[config.mk]
export PLATFORM = sky130hd
export DESIGN_NAME = ftd_timer
export DESIGN_NICKNAME = d
export VERILOG_FILES = /design/src/ftd_pkg.sv /design/src/ftd_psc_if.sv /design/src/ftd_timer.sv /design/src/ftd_prescaler.sv
export SDC_FILE = /design/constraint.sdc
export NUM_CORES = 1
export LEC_CHECK = 0
export BUFFER_PORTS_ARGS = -buffer_cell sky130_fd_sc_hd__clkbuf_2
export CAP_MARGIN = 20
export CORE_UTILIZATION = 52
export CTS_CLUSTER_DIAMETER = 150
export CTS_CLUSTER_SIZE = 12
export DETAILED_ROUTE_END_ITERATION = 7
export PLACE_DENSITY_LB_ADDON = 0.05
export SLEW_MARGIN = 25
export SYNTH_ARGS = -nofsm -noshare
export SYNTH_HDL_FRONTEND = slang
export SYNTH_SLANG_ARGS = --single-unit
export TNS_END_PERCENT = 30
[constraint.sdc]
create_clock -name i_clk_sys -period 2.9 [get_ports i_clk_sys]
set_input_delay 0.29 -clock i_clk_sys [delete_from_list [all_inputs] [get_ports i_clk_sys]]
set_output_delay 0.29 -clock i_clk_sys [all_outputs]
set_load 0.005 [all_outputs]
[src/ftd_pkg.sv]
// constants, field layout and types shared by the fast dual pwm timer
// assumes one 125 MHz system clock and a byte-addressed avalon slave
package ftd_pkg;

  // register byte offsets, one 32-bit word each
  localparam logic [5:0] ADDR_TCTL = 6'h00; // timer_control
  localparam logic [5:0] ADDR_GTC = 6'h04; // general_timer_control
  localparam logic [5:0] ADDR_CNT = 6'h08; // timer_count, read only
  localparam logic [5:0] ADDR_CMPA = 6'h0C; // compare_value_a
  localparam logic [5:0] ADDR_CMPB = 6'h10; // compare_value_b
  localparam logic [5:0] ADDR_TOP = 6'h14; // top_compare_value
  localparam logic [5:0] ADDR_FLAG = 6'h18; // timer_flag_register
  localparam logic [5:0] ADDR_PLL = 6'h1C; // pll_control_status_reg
  localparam logic [5:0] ADDR_MASK = 6'h20; // timer_interrupt_mask

  // field positions
  localparam int unsigned TCTL_CTC_BIT = 7;
  localparam int unsigned TCTL_PWM_BIT = 6;
  localparam int unsigned TCTL_MODE_LSB = 4;
  localparam int unsigned TCTL_PSEL_LSB = 0;
  localparam int unsigned GTC_MODEB_LSB = 4;
  localparam int unsigned GTC_PSR_BIT = 1;
  localparam int unsigned FLAG_A_BIT = 2;
  localparam int unsigned FLAG_B_BIT = 1;
  localparam int unsigned FLAG_OVF_BIT = 0;
  localparam int unsigned PLL_ACE_BIT = 2;
  localparam int unsigned PLL_LOCK_BIT = 0;

  // reset values
  localparam logic [7:0] RST_TCTL = 8'h00;
  localparam logic [1:0] RST_MODEB = 2'h0;
  localparam logic [7:0] RST_CMP = 8'h00;
  localparam logic [7:0] RST_TOP = 8'h00;
  localparam logic [2:0] RST_FLAGS = 3'h0;
  localparam logic [7:0] CNT_MAX = 8'hFF;

  // prescaler width: divide by up to 2**14 = 16384
  localparam int unsigned PSC_W = 14;

  // per-channel output mode
  typedef enum logic [1:0] {
    FTD_OUT_OFF,
    FTD_OUT_CLR_SET,
    FTD_OUT_CLR_ONLY,
    FTD_OUT_SET_CLR
  } ftd_outmode_e;

  // control word carried through the input synchronisation stages
  typedef struct packed {
    logic ctc;
    logic pwm;
    logic [1:0] mode_a;
    logic [3:0] psel;
    logic [1:0] mode_b;
    logic [7:0] cmp_a;
    logic [7:0] cmp_b;
    logic [7:0] top;
    logic async_en;
  } ftd_ctl_s;

endpackage

[src/ftd_psc_if.sv]
// link between the timer core and its prescaler
// assumes both ends run on the one system clock
interface ftd_psc_if;
  logic base_tick;
  logic clear;
  logic [3:0] select;
  logic tick;
  modport ctl (output base_tick, output clear, output select, input tick);
  modport psc (input base_tick, input clear, input select, output tick);
endinterface

[src/ftd_timer.sv]
// fast 8-bit timer with three compares and two complementary pwm outputs
// assumes avalon-mm master on the system clock and a fast clock tick pulse
//
// What this block does
// sync mode counts system clock, async mode fast clock when enabled.
// prescaler offers stop and division by 1 up to 16384.
// writing the prescaler reset bit clears the prescaler state.
// fast clock base is 64 MHz, or 32 MHz in low speed.
// control and compare registers read back new value at once.
// writes pass sync stages; count and flags read back delayed.
// clock source keeps system clock below a third of fast clock; here fast ticks are pulses on the faster 125 MHz system clock.
// software starts pll, waits, polls lock, then enables async mode.
// counter compared to a, b and top; top is clear value.
// a and b drive pins and set match flags in both modes.
// normal mode: overflow flag on wrap from ff to 00.
// pwm mode: overflow on return to zero, after sync delay.
// normal mode leaves both inverted outputs disconnected.
// pwm counts zero to top, restarts; true and inverted pins.
// complementary outputs switch together, zero dead time.
// two-bit output mode selects pwm pin behaviour per channel.
// pwm compare writes buffered, transferred when counter reaches top.
// reads of a or b return the buffered, latest value.
// compare at zero or top holds output constant by mode.
// constant levels per mode: 01, 10, 11 as tabulated.
// clear-on-top resets counter after top match, else counts on.
// pwm period is top plus one counter ticks.
// flags clear on writing one or on interrupt service.
// stopped prescaler holds count and raises no events.
module ftd_timer
  import ftd_pkg::*;
(
  input wire logic i_clk_sys, // system clock, 125 MHz
  input wire logic i_reset, // synchronous reset, high
  input wire logic [5:0] i_avs_address, // byte address
  input wire logic i_avs_read, // read request
  input wire logic i_avs_write, // write request
  input wire logic [31:0] i_avs_writedata, // write data
  output logic [31:0] o_avs_readdata, // read data
  output logic o_avs_waitrequest, // high until answered
  input wire logic i_pck_tick, // one pulse per fast clock edge
  input wire logic i_pll_lock, // pll lock level
  input wire logic [2:0] i_irq_ack, // interrupt serviced, per flag
  output logic [2:0] o_irq_req, // flag and mask
  output logic o_compare_output_a, // channel a true
  output logic o_compare_output_a_oe, // drive enable
  output logic o_compare_output_a_n, // channel a inverted
  output logic o_compare_output_a_n_oe, // drive enable
  output logic o_compare_output_b, // channel b true
  output logic o_compare_output_b_oe, // drive enable
  output logic o_compare_output_b_n, // channel b inverted
  output logic o_compare_output_b_n_oe // drive enable
);

  ftd_psc_if psc ();

  logic wait_q;
  logic [31:0] rdata_q;
  logic [7:0] rd_byte;
  logic rd_take;
  logic wr_en;
  logic [7:0] tctl_q;
  logic [1:0] modeb_q;
  logic [7:0] cmpa_buf_q;
  logic [7:0] cmpb_buf_q;
  logic [7:0] top_q;
  logic ace_q;
  logic [2:0] imask_q;
  logic [2:0] flags_q;
  logic [2:0] flags_d;
  logic [2:0] flag_clr;
  logic psr_q;
  ftd_ctl_s ctl_now;
  ftd_ctl_s sync1_q;
  ftd_ctl_s c_q;
  logic [7:0] cnt_q;
  logic [7:0] cnt_rd_q;
  logic [7:0] act_a_q;
  logic [7:0] act_b_q;
  logic tick;
  logic top_hit;
  logic clr_top;
  logic [2:0] evt;
  logic [2:0] evt_q;
  logic lvl_a;
  logic lvl_b;

  // pwm level: constant cases first, then match, then count zero
  function automatic logic pwm_level(input ftd_outmode_e m,
    input logic [7:0] cmp, input logic [7:0] top, input logic [7:0] cnt,
    input logic cur);
    logic hi_on_match;
    hi_on_match = (m == FTD_OUT_SET_CLR);
    if (cmp == 8'h00) begin
      pwm_level = hi_on_match;
    end else if (cmp == top) begin
      pwm_level = !hi_on_match;
    end else if (cnt == cmp) begin
      pwm_level = hi_on_match;
    end else if (cnt == 8'h00) begin
      pwm_level = !hi_on_match;
    end else begin
      pwm_level = cur;
    end
  endfunction

  // normal mode: toggle, clear or set on a match tick
  function automatic logic nrm_level(input ftd_outmode_e m,
    input logic hit, input logic cur);
    nrm_level = cur;
    if (hit) begin
      unique case (m)
        FTD_OUT_OFF: nrm_level = cur;
        FTD_OUT_CLR_SET: nrm_level = !cur;
        FTD_OUT_CLR_ONLY: nrm_level = 1'b0;
        FTD_OUT_SET_CLR: nrm_level = 1'b1;
      endcase
    end
  endfunction

  // bus handshake: one wait cycle, then answer for one cycle
  assign rd_take = i_avs_read && wait_q;
  assign wr_en = i_avs_write && !wait_q;
  assign o_avs_waitrequest = wait_q;
  assign o_avs_readdata = rdata_q;

  always_ff @(posedge i_clk_sys) begin
    if (i_reset) begin
      wait_q <= 1'b1;
    end else begin
      wait_q <= !((i_avs_read || i_avs_write) && wait_q);
    end
  end

  // read mux; count and flags are the delayed copies
  always_comb begin
    rd_byte = 8'h00;
    unique case (i_avs_address)
      ADDR_TCTL: rd_byte = tctl_q;
      ADDR_GTC: rd_byte = {2'h0, modeb_q, 4'h0};
      ADDR_CNT: rd_byte = cnt_rd_q;
      ADDR_CMPA: rd_byte = cmpa_buf_q;
      ADDR_CMPB: rd_byte = cmpb_buf_q;
      ADDR_TOP: rd_byte = top_q;
      ADDR_FLAG: rd_byte = {5'h00, flags_q};
      ADDR_PLL: rd_byte = {5'h00, ace_q, 1'b0, i_pll_lock};
      ADDR_MASK: rd_byte = {5'h00, imask_q};
      default: rd_byte = 8'h00;
    endcase
  end

  always_ff @(posedge i_clk_sys) begin
    if (i_reset) begin
      rdata_q <= 32'h0000_0000;
    end else if (rd_take) begin
      rdata_q <= {24'h00_0000, rd_byte};
    end
  end

  // software registers, visible to reads straight after the write
  always_ff @(posedge i_clk_sys) begin
    if (i_reset) begin
      tctl_q <= RST_TCTL;
      modeb_q <= RST_MODEB;
      cmpa_buf_q <= RST_CMP;
      cmpb_buf_q <= RST_CMP;
      top_q <= RST_TOP;
      ace_q <= 1'b0;
      imask_q <= 3'h0;
    end else if (wr_en) begin
      unique case (i_avs_address)
        ADDR_TCTL: tctl_q <= i_avs_writedata[7:0];
        ADDR_GTC: modeb_q <= i_avs_writedata[GTC_MODEB_LSB +: 2];
        ADDR_CMPA: cmpa_buf_q <= i_avs_writedata[7:0];
        ADDR_CMPB: cmpb_buf_q <= i_avs_writedata[7:0];
        ADDR_TOP: top_q <= i_avs_writedata[7:0];
        ADDR_PLL: ace_q <= i_avs_writedata[PLL_ACE_BIT];
        ADDR_MASK: imask_q <= i_avs_writedata[2:0];
        default: ;
      endcase
    end
  end

  // prescaler reset strobe, reads as zero
  always_ff @(posedge i_clk_sys) begin
    if (i_reset) begin
      psr_q <= 1'b0;
    end else begin
      psr_q <= wr_en && (i_avs_address == ADDR_GTC)
        && i_avs_writedata[GTC_PSR_BIT];
    end
  end

  // input synchronisation: two stages before the counter sees a value
  assign ctl_now = '{ctc: tctl_q[TCTL_CTC_BIT], pwm: tctl_q[TCTL_PWM_BIT],
    mode_a: tctl_q[TCTL_MODE_LSB +: 2], psel: tctl_q[TCTL_PSEL_LSB +: 4],
    mode_b: modeb_q, cmp_a: cmpa_buf_q, cmp_b: cmpb_buf_q, top: top_q,
    async_en: ace_q};

  always_ff @(posedge i_clk_sys) begin
    if (i_reset) begin
      sync1_q <= '0;
      c_q <= '0;
    end else begin
      sync1_q <= ctl_now;
      c_q <= sync1_q;
    end
  end

  // base tick: every cycle, or each fast clock pulse (64 or 32 MHz)
  assign psc.base_tick = c_q.async_en ? i_pck_tick : 1'b1;
  assign psc.clear = psr_q;
  assign psc.select = c_q.psel;
  assign tick = psc.tick;

  ftd_prescaler #(.DIV_W(PSC_W)) u_psc (
    .i_clk_sys(i_clk_sys),
    .i_reset(i_reset),
    .p(psc)
  );

  // counter: clear after top match in clear-on-top or pwm mode
  assign top_hit = (cnt_q == c_q.top);
  assign clr_top = (c_q.ctc || c_q.pwm) && top_hit;

  always_ff @(posedge i_clk_sys) begin
    if (i_reset) begin
      cnt_q <= 8'h00;
    end else if (tick) begin
      cnt_q <= clr_top ? 8'h00 : cnt_q + 8'h01;
    end
  end

  // active compares: buffered in pwm mode, loaded at top
  always_ff @(posedge i_clk_sys) begin
    if (i_reset) begin
      act_a_q <= RST_CMP;
      act_b_q <= RST_CMP;
    end else if (!c_q.pwm || (tick && top_hit)) begin
      act_a_q <= c_q.cmp_a;
      act_b_q <= c_q.cmp_b;
    end
  end

  // events only on ticks; one stage of delay before the flags
  assign evt[FLAG_A_BIT] = tick && (cnt_q == act_a_q);
  assign evt[FLAG_B_BIT] = tick && (cnt_q == act_b_q);
  assign evt[FLAG_OVF_BIT] = tick
    && ((cnt_q == CNT_MAX) || (c_q.pwm && clr_top));

  always_ff @(posedge i_clk_sys) begin
    if (i_reset) begin
      evt_q <= 3'h0;
      cnt_rd_q <= 8'h00;
    end else begin
      evt_q <= evt;
      cnt_rd_q <= cnt_q;
    end
  end

  // flags: write one or service clears, a new event wins
  assign flag_clr = i_irq_ack
    | ((wr_en && i_avs_address == ADDR_FLAG) ? i_avs_writedata[2:0] : 3'h0);
  assign flags_d = (flags_q & ~flag_clr) | evt_q;

  always_ff @(posedge i_clk_sys) begin
    if (i_reset) begin
      flags_q <= RST_FLAGS;
      o_irq_req <= 3'h0;
    end else begin
      flags_q <= flags_d;
      o_irq_req <= flags_d & imask_q;
    end
  end

  // compare output levels per mode
  assign lvl_a = c_q.pwm
    ? pwm_level(ftd_outmode_e'(c_q.mode_a), act_a_q, c_q.top, cnt_q,
      o_compare_output_a)
    : nrm_level(ftd_outmode_e'(c_q.mode_a), evt[FLAG_A_BIT],
      o_compare_output_a);
  assign lvl_b = c_q.pwm
    ? pwm_level(ftd_outmode_e'(c_q.mode_b), act_b_q, c_q.top, cnt_q,
      o_compare_output_b)
    : nrm_level(ftd_outmode_e'(c_q.mode_b), evt[FLAG_B_BIT],
      o_compare_output_b);

  // output pins: inverted copy on the same edge, no dead time
  always_ff @(posedge i_clk_sys) begin
    if (i_reset) begin
      o_compare_output_a <= 1'b0;
      o_compare_output_a_n <= 1'b1;
      o_compare_output_b <= 1'b0;
      o_compare_output_b_n <= 1'b1;
    end else begin
      o_compare_output_a <= lvl_a;
      o_compare_output_a_n <= !lvl_a;
      o_compare_output_b <= lvl_b;
      o_compare_output_b_n <= !lvl_b;
    end
  end

  // output enables: inverted pins only in pwm mode 01
  always_ff @(posedge i_clk_sys) begin
    if (i_reset) begin
      o_compare_output_a_oe <= 1'b0;
      o_compare_output_a_n_oe <= 1'b0;
      o_compare_output_b_oe <= 1'b0;
      o_compare_output_b_n_oe <= 1'b0;
    end else begin
      o_compare_output_a_oe <= (c_q.mode_a != 2'h0);
      o_compare_output_b_oe <= (c_q.mode_b != 2'h0);
      o_compare_output_a_n_oe <= c_q.pwm
        && (c_q.mode_a == 2'h1);
      o_compare_output_b_n_oe <= c_q.pwm
        && (c_q.mode_b == 2'h1);
    end
  end
endmodule // ftd_timer

[src/ftd_prescaler.sv]
// prescaler: stop, or divide base ticks by 1, 2, 4 .. 16384
// assumes base ticks are one-cycle enables on the system clock
module ftd_prescaler
  import ftd_pkg::*;
#(
  parameter int unsigned DIV_W = PSC_W
) (
  input wire logic i_clk_sys, // system clock
  input wire logic i_reset, // synchronous reset, high
  ftd_psc_if.psc p // select, clear and tick
);

  logic [DIV_W-1:0] div_q;
  logic [DIV_W-1:0] mask;

  // low bits that must all be one for a divided tick
  function automatic logic [DIV_W-1:0] div_mask(input logic [3:0] sel);
    logic [DIV_W-1:0] m;
    m = '0;
    if (sel != 4'h0) begin
      m = DIV_W'((32'h0000_0001 << (sel - 4'h1)) - 32'h0000_0001);
    end
    return m;
  endfunction

  assign mask = div_mask(p.select);

  // free divider, cleared by the prescaler reset strobe
  always_ff @(posedge i_clk_sys) begin
    if (i_reset || p.clear) begin
      div_q <= '0;
    end else if (p.select != 4'h0 && p.base_tick) begin
      div_q <= div_q + 1'b1;
    end
  end

  // divided tick, none while stopped
  assign p.tick = (p.select != 4'h0) && p.base_tick && !p.clear
    && ((div_q & mask) == mask);
endmodule // ftd_prescaler

Word-level counts from Yosys, hierarchy flattened
Index checks and enable logic that the tools add are counted.
{"block": "word_totals", "romBits": 0, "memories": 0, "output_inout_bits": 44, "latchBits": 0, "regBits": 181, "in_bits": 47, "ram_bits": 0, "wordCells": 143}
{"block": "op_classes", "addsub": 4, "reduce_logical": 48, "bitwise_logic": 6, "n_eq_ne": 21, "multipliers": 0, "n_shift": 1, "mux": 19, "magnitude_cmp": 0, "n_div": 0}
{"op": "one-hot mux 8 bit (9 select lines)", "n": 1}
{"op": "== test 8 bit", "n": 5}
{"op": "== test 6 x 5 -> 1 bit, second input constant", "n": 4}
{"op": "logical NOT 8 bit", "n": 3}
{"op": "logical AND 1 bit", "n": 17}
{"op": "adder 14 x 1 -> 14 bit, second input constant", "n": 1}
{"op": "bitwise AND 14 bit", "n": 1}
{"op": "== test 14 bit", "n": 1}
{"op": "two-way mux 14 bit", "n": 1}
{"op": "AND reduction 2 bit", "n": 7}
{"op": "<< shifter 1 x 4 -> 14 bit, first input constant", "n": 1}
{"op": "subtractor 14 x 1 -> 14 bit, second input constant", "n": 1}
{"op": "two-way mux 1 bit", "n": 13}
{"op": "== test 6 x 4 -> 1 bit, second input constant", "n": 2}
{"op": "logical NOT 1 bit", "n": 10}
{"op": "adder 8 x 1 -> 8 bit, second input constant", "n": 1}
{"op": "== test 2 bit, second input constant", "n": 4}
{"op": "== test 8 bit, second input constant", "n": 1}
{"op": "two-way mux 8 bit", "n": 1}
{"op": "one-hot mux 1 bit (4 select lines)", "n": 2}
{"op": "bitwise AND 3 bit", "n": 2}
{"op": "== test 6 x 3 -> 1 bit, second input constant", "n": 1}
{"op": "== test 6 bit, second input constant", "n": 1}
{"op": "logical NOT 6 bit", "n": 1}
{"op": "other kinds (9)", "n": 17}

Depth between registers and ports, before layout
{"block": "depth", "word_depth": 11, "mapped_depth": 12, "depth_no_buf": 9}

Hierarchy
A second synthesis with hierarchy kept.
{"block": "hier_totals", "hier_cells": 831, "hier_area_um2": 7643.6}
{"module": "ftd_timer", "seq_area_each_um2": 3343.2, "instances": 1, "area_each_um2": 6670.1, "cells_each": 702}
{"module": "ftd_prescaler", "seq_area_each_um2": 280.3, "instances": 1, "area_each_um2": 973.4, "cells_each": 129}

Worst setup path after synthesis
OpenSTA, ideal clock, no wires.
{"block": "synth_path", "path_type": "flip-flop to flip-flop", "start": "register c_q, in the netlist psc.select[2]", "end": "register act_a_q[0]", "t_arrival_ns": 2.864, "required_time_ns": 2.772, "period_less_slack_ns": 2.992, "n_path_buf": 3, "path_slack_ns": -0.092, "stages_incl_launch_ff": 13, "cell_sequence": "dfxtp_1 -> buf_2 -> nor2_1 -> nand3b_1 -> ha_1 -> clkbuf_1 -> nand2_1 -> a211oi_1 -> or4_4 -> o41ai_4 -> buf_6 -> mux2i_1 -> nor2_1"}
{"block": "synth_via", "elab_chain_len": 9}
{"element": "from (decl)", "line": "ftd_timer.sv:74", "rtl": "ftd_ctl_s c_q;"}
{"element": "from (signal assigned)", "line": "ftd_timer.sv:205", "rtl": "c_q <= sync1_q;"}
{"element": "subtractor 4 x 1 -> 4 bit", "line": "ftd_prescaler.sv:21", "rtl": "m = DIV_W'((32'h0000_0001 << (sel - 4'h1)) - 32'h0000_0001);"}
{"element": "<< shifter 1 x 4 -> 14 bit", "line": "ftd_prescaler.sv:21"}
{"element": "subtractor 14 x 1 -> 14 bit", "line": "ftd_prescaler.sv:21"}
{"element": "two-way mux 14 bit", "line": "ftd_prescaler.sv:20", "rtl": "if (sel != 4'h0) begin"}
{"element": "bitwise AND 14 bit", "line": "ftd_prescaler.sv:39", "rtl": "&& ((div_q & mask) == mask);"}
{"element": "== test 14 bit", "line": "ftd_prescaler.sv:39"}
{"element": "logical AND 1 bit *", "line": "ftd_prescaler.sv:39"}
{"element": "logical AND 1 bit *", "line": "ftd_timer.sv:238", "rtl": "end else if (!c_q.pwm || (tick && top_hit)) begin"}
{"element": "logical OR 1 bit *", "line": "ftd_timer.sv:238"}
{"element": "to (signal assigned)", "line": "ftd_timer.sv:239", "rtl": "act_a_q <= c_q.cmp_a;"}
{"element": "to (decl)", "line": "ftd_timer.sv:77", "rtl": "logic [7:0] act_a_q;"}
Every way passes the cells marked *; elsewhere a longest branch is shown, timed or not.
A chain may end at the register's enable or synchronous reset.

Worst setup path in the final report
{"block": "layout_path", "start": "register c_q, in the netlist psc.select[3]", "end": "register cnt_q[4]"}
{"block": "layout_via", "elab_chain_len": 7}
{"element": "subtractor 4 x 1 -> 4 bit", "line": "ftd_prescaler.sv:21"}
{"element": "<< shifter 1 x 4 -> 14 bit", "line": "ftd_prescaler.sv:21"}
{"element": "subtractor 14 x 1 -> 14 bit", "line": "ftd_prescaler.sv:21"}
{"element": "two-way mux 14 bit", "line": "ftd_prescaler.sv:20"}
{"element": "bitwise AND 14 bit", "line": "ftd_prescaler.sv:39"}
{"element": "== test 14 bit", "line": "ftd_prescaler.sv:39"}
{"element": "logical AND 1 bit *", "line": "ftd_prescaler.sv:39"}
{"element": "to (signal assigned)", "line": "ftd_timer.sv:229", "rtl": "cnt_q <= clr_top ? 8'h00 : cnt_q + 8'h01;"}
{"element": "to (decl)", "line": "ftd_timer.sv:75", "rtl": "logic [7:0] cnt_q;"}
Marks and branches as above.

==> impl_results.md <==
* Status: finished clean
* WL/cell at 16.1 um
* Path type of the worst setup path: reg2reg
* Multi-input gate area at 3590 um2
* Critical path required time at 3.26 ns
* R2R cell count at 9
* CTS Buf Count at 17
* Detailed-route via count at roughly 5500
* Antenna-violating nets left at 0
* CTS tree: built
* CTS resizes at 0
* RD Place Congestion at 0.882
* Clock Power Share at 0.452
* Count leader, synth: dfxtp_1
* Reg clk slew, reported paths at around 0.06 ns
* VDD IR-drop max at around 0.00031 V
* # nets final at 888
* IO Pins at 91
* Total GRT Usage at 0.235
* Initial Util at 0.537
* Ys Warns at 0
* Worst-path fanout max at 7
* Startpoint Class: flip-flop
* Sw frac at 0.219
* Htree depth at 4
* Total power at approximately 4.8 mW
* Die area at roughly 15000 um2
* Grt met3 use at 0.0474
* Setup Fix Bufs, Post-CTS at 0
* PwrDens at 570 nW/um2
* Register area share after synthesis at 0.480
* Ys flop type: dfxtp_1
* Number of port buffers at 42
* Worst slack, placed at 0.270 ns
* Core Rows at 43
* Crit path DAT at 3.00 ns
* Period minus WS final at 2.64 ns
* Die X at 122 um
* Worst-Margin Slew at 0.610 ns
* Yosys cell types at 62
* Post-route setup slack at 0.259 ns
* Fillers at 1248
* Most flops, register: sync1_q
* Register area at 3620 um2
* Core area at 14000 um2
* HPWL Detailed at 11900 um
* Worst setup EP type: flip-flop
* Normalized max-slew margin at 0.594
* CTS Sinks at about 180
* Longest Clk Path Bufs at 2
* Largest regs: sync1_q (35), c_q (31), u_psc.div_q (14)
* Met2 usage at 0.382
* Maxcap violations at 0
* Biggest area consumer among synthesized cells: dfxtp_1
* Global Route met1 Usage at 0.313
* Yosys reg bits at ~180
* Area Overhead vs Synth at 10.9%
* Fraction of synthesized cell area taken by the top area cell type at 0.480
* Hold buffers post-CTS at 0
* DRC violations left at 0
* Worst clock skew at 0.00798 ns
* Lkg Pwr at about 3.5 nW
* Die height at 122 um
* Share of synthesized flip-flops with an asynchronous set or reset at 0
* TritonRoute pass-1 iters at 5
* GRT busiest layer: met2
* Logic gate share of total power at 0.025
* Global-route wire length before repair at around 27000 um
* Share of layout cells above drive strength 1 at 0.131
* Avg Cell Area, Syn at 9.32 um2
* Max Freq at 379 MHz
* Final hold violations at 0
* Hold path cells at 2
* Largest net degree at the start of global routing at 62
* Internal at 3.72 mW
* Worst-Skew Late Latency at approximately 0.42 ns
* Fin Setup TNS at 0 ns
* Max reg flops at 35
* Number of flops mapped to enable cells by yosys at 0
* Total congestion overflow at 0
* RSZ-0062 raised after global routing: no
* DR vias/cell at 5.37
* Initial antenna violation count at 0
* Synth Cell Area at roughly 7500 um2
* Tcrit/Tclk final at 0.911
* Antenna diode count at 0
* Post-synth top cells: dfxtp_1, nor2b_1, nor2_1
* Sequential share of power at 0.522
* Area contributors post-synth: dfxtp_1, nor2b_1, mux2i_1
* Final setup fails at 0
* Vias in the first global route at 5226
* Cell chosen for the clock root: clkbuf_16
* Drt initial violations at around 260
* Psw at 1.04 mW
* WL final at 16600 um
* Slew Viols, Final at 0
* Hold Path Class: in2reg
* Gate Count Post-Synth at 810
[metal layers]
layer	vias up	wire length, um
li1	2757	-
met1	2563	7780
met2	181	7780
met3	21	800
met4	0	233
met5	-	0
[metrics by stage]
stage / utilization / area (um2) / hold WS [ns] / instances
final: 0.596 / 8370 / 0.0930 / 1029
after global routing: 0.596 / 8370 / 0.0878 / 1029
after CTS: 0.596 / 8370 / 0.0842 / 1029
after detailed placement: 0.557 / 7820 / 0.422 / 998
after global placement: 0.557 / 7820 / 0.424 / 998
after floorplan: - / 7640 / 0.406 / 833
[cells by family (layout without fill, tap and decap cells)]
| kind of cell | Yosys count | count (layout) | synth area share |
|---|---|---|---|
| compound gates | 113 | 113 | 0.0996 |
| mux | 43 | 43 | 0.0647 |
| flops | 181 | 181 | 0.480 |
| xor+xnor | 55 | 55 | 0.0638 |
| buf+inv | 86 | 102 | 0.0569 |
| other cells | 1 | 24 | 0.000497 |
| simple gates | 327 | 327 | 0.228 |
| fa+ha+maj | 4 | 4 | 0.00663 |
[layout make-up]
type	count	share of cell area
tap	180	0.0269
multi-input combinational	566	0.428
sequential	181	0.433
timing repair buffer	59	0.0407
clock buffer	20	0.0534
clock inverter	11	0.0123
inverter	12	0.00538
[placed cells by master (no fill, tap or decap), types with 6 or more instances in the layout]
cell type / instances
a21oi_1: 52
a22oi_1: 11
and2_1: 6
and3_1: 8
buf_4: 18
clkbuf_16: 17
clkbuf_2: 41
conb_1: 24
dfxtp_1: 181
inv_1: 12
mux2_2: 6
mux2i_1: 33
nand2_1: 56
nand3_1: 34
nand3b_1: 6
nand4_1: 12
nor2_1: 78
nor2b_1: 84
nor4_1: 8
o21ai_1: 7
xnor2_1: 23
xor2_1: 32
[power by group through the flow]
stage	Combinational (mW)	Clock, mW	Sequential, mW
global placement	0.118	0	2.55
CTS	0.121	2.19	2.49
finish	0.121	2.16	2.49
global route	0.135	2.30	2.49
detailed placement	0.120	0	2.55
floorplan	0.0972	0	2.55
[worst max-delay path: stages (launching register included)]
cell and delay [ns]:
dfxtp_1 0.32, nor2_2 0.19, nand3b_1 0.11, ha_1 0.25, nand2_1 0.07, a211oi_1 0.07
or4_4 0.51, nor4_2 0.36, nor2b_1 0.48, a32o_1 0.24
[final timing paths]
kind                                    start           endpoint  slack (ns)
worst max-delay path            psc.select[3]           cnt_q[4]        0.26
worst min-delay path              i_avs_write  o_avs_waitrequest        0.09
worst max register to register  psc.select[3]           cnt_q[4]        0.26
worst min register to register    sync1_q[21]            c_q[21]        0.44
No activity file was read; power rests on OpenSTA's default activity.
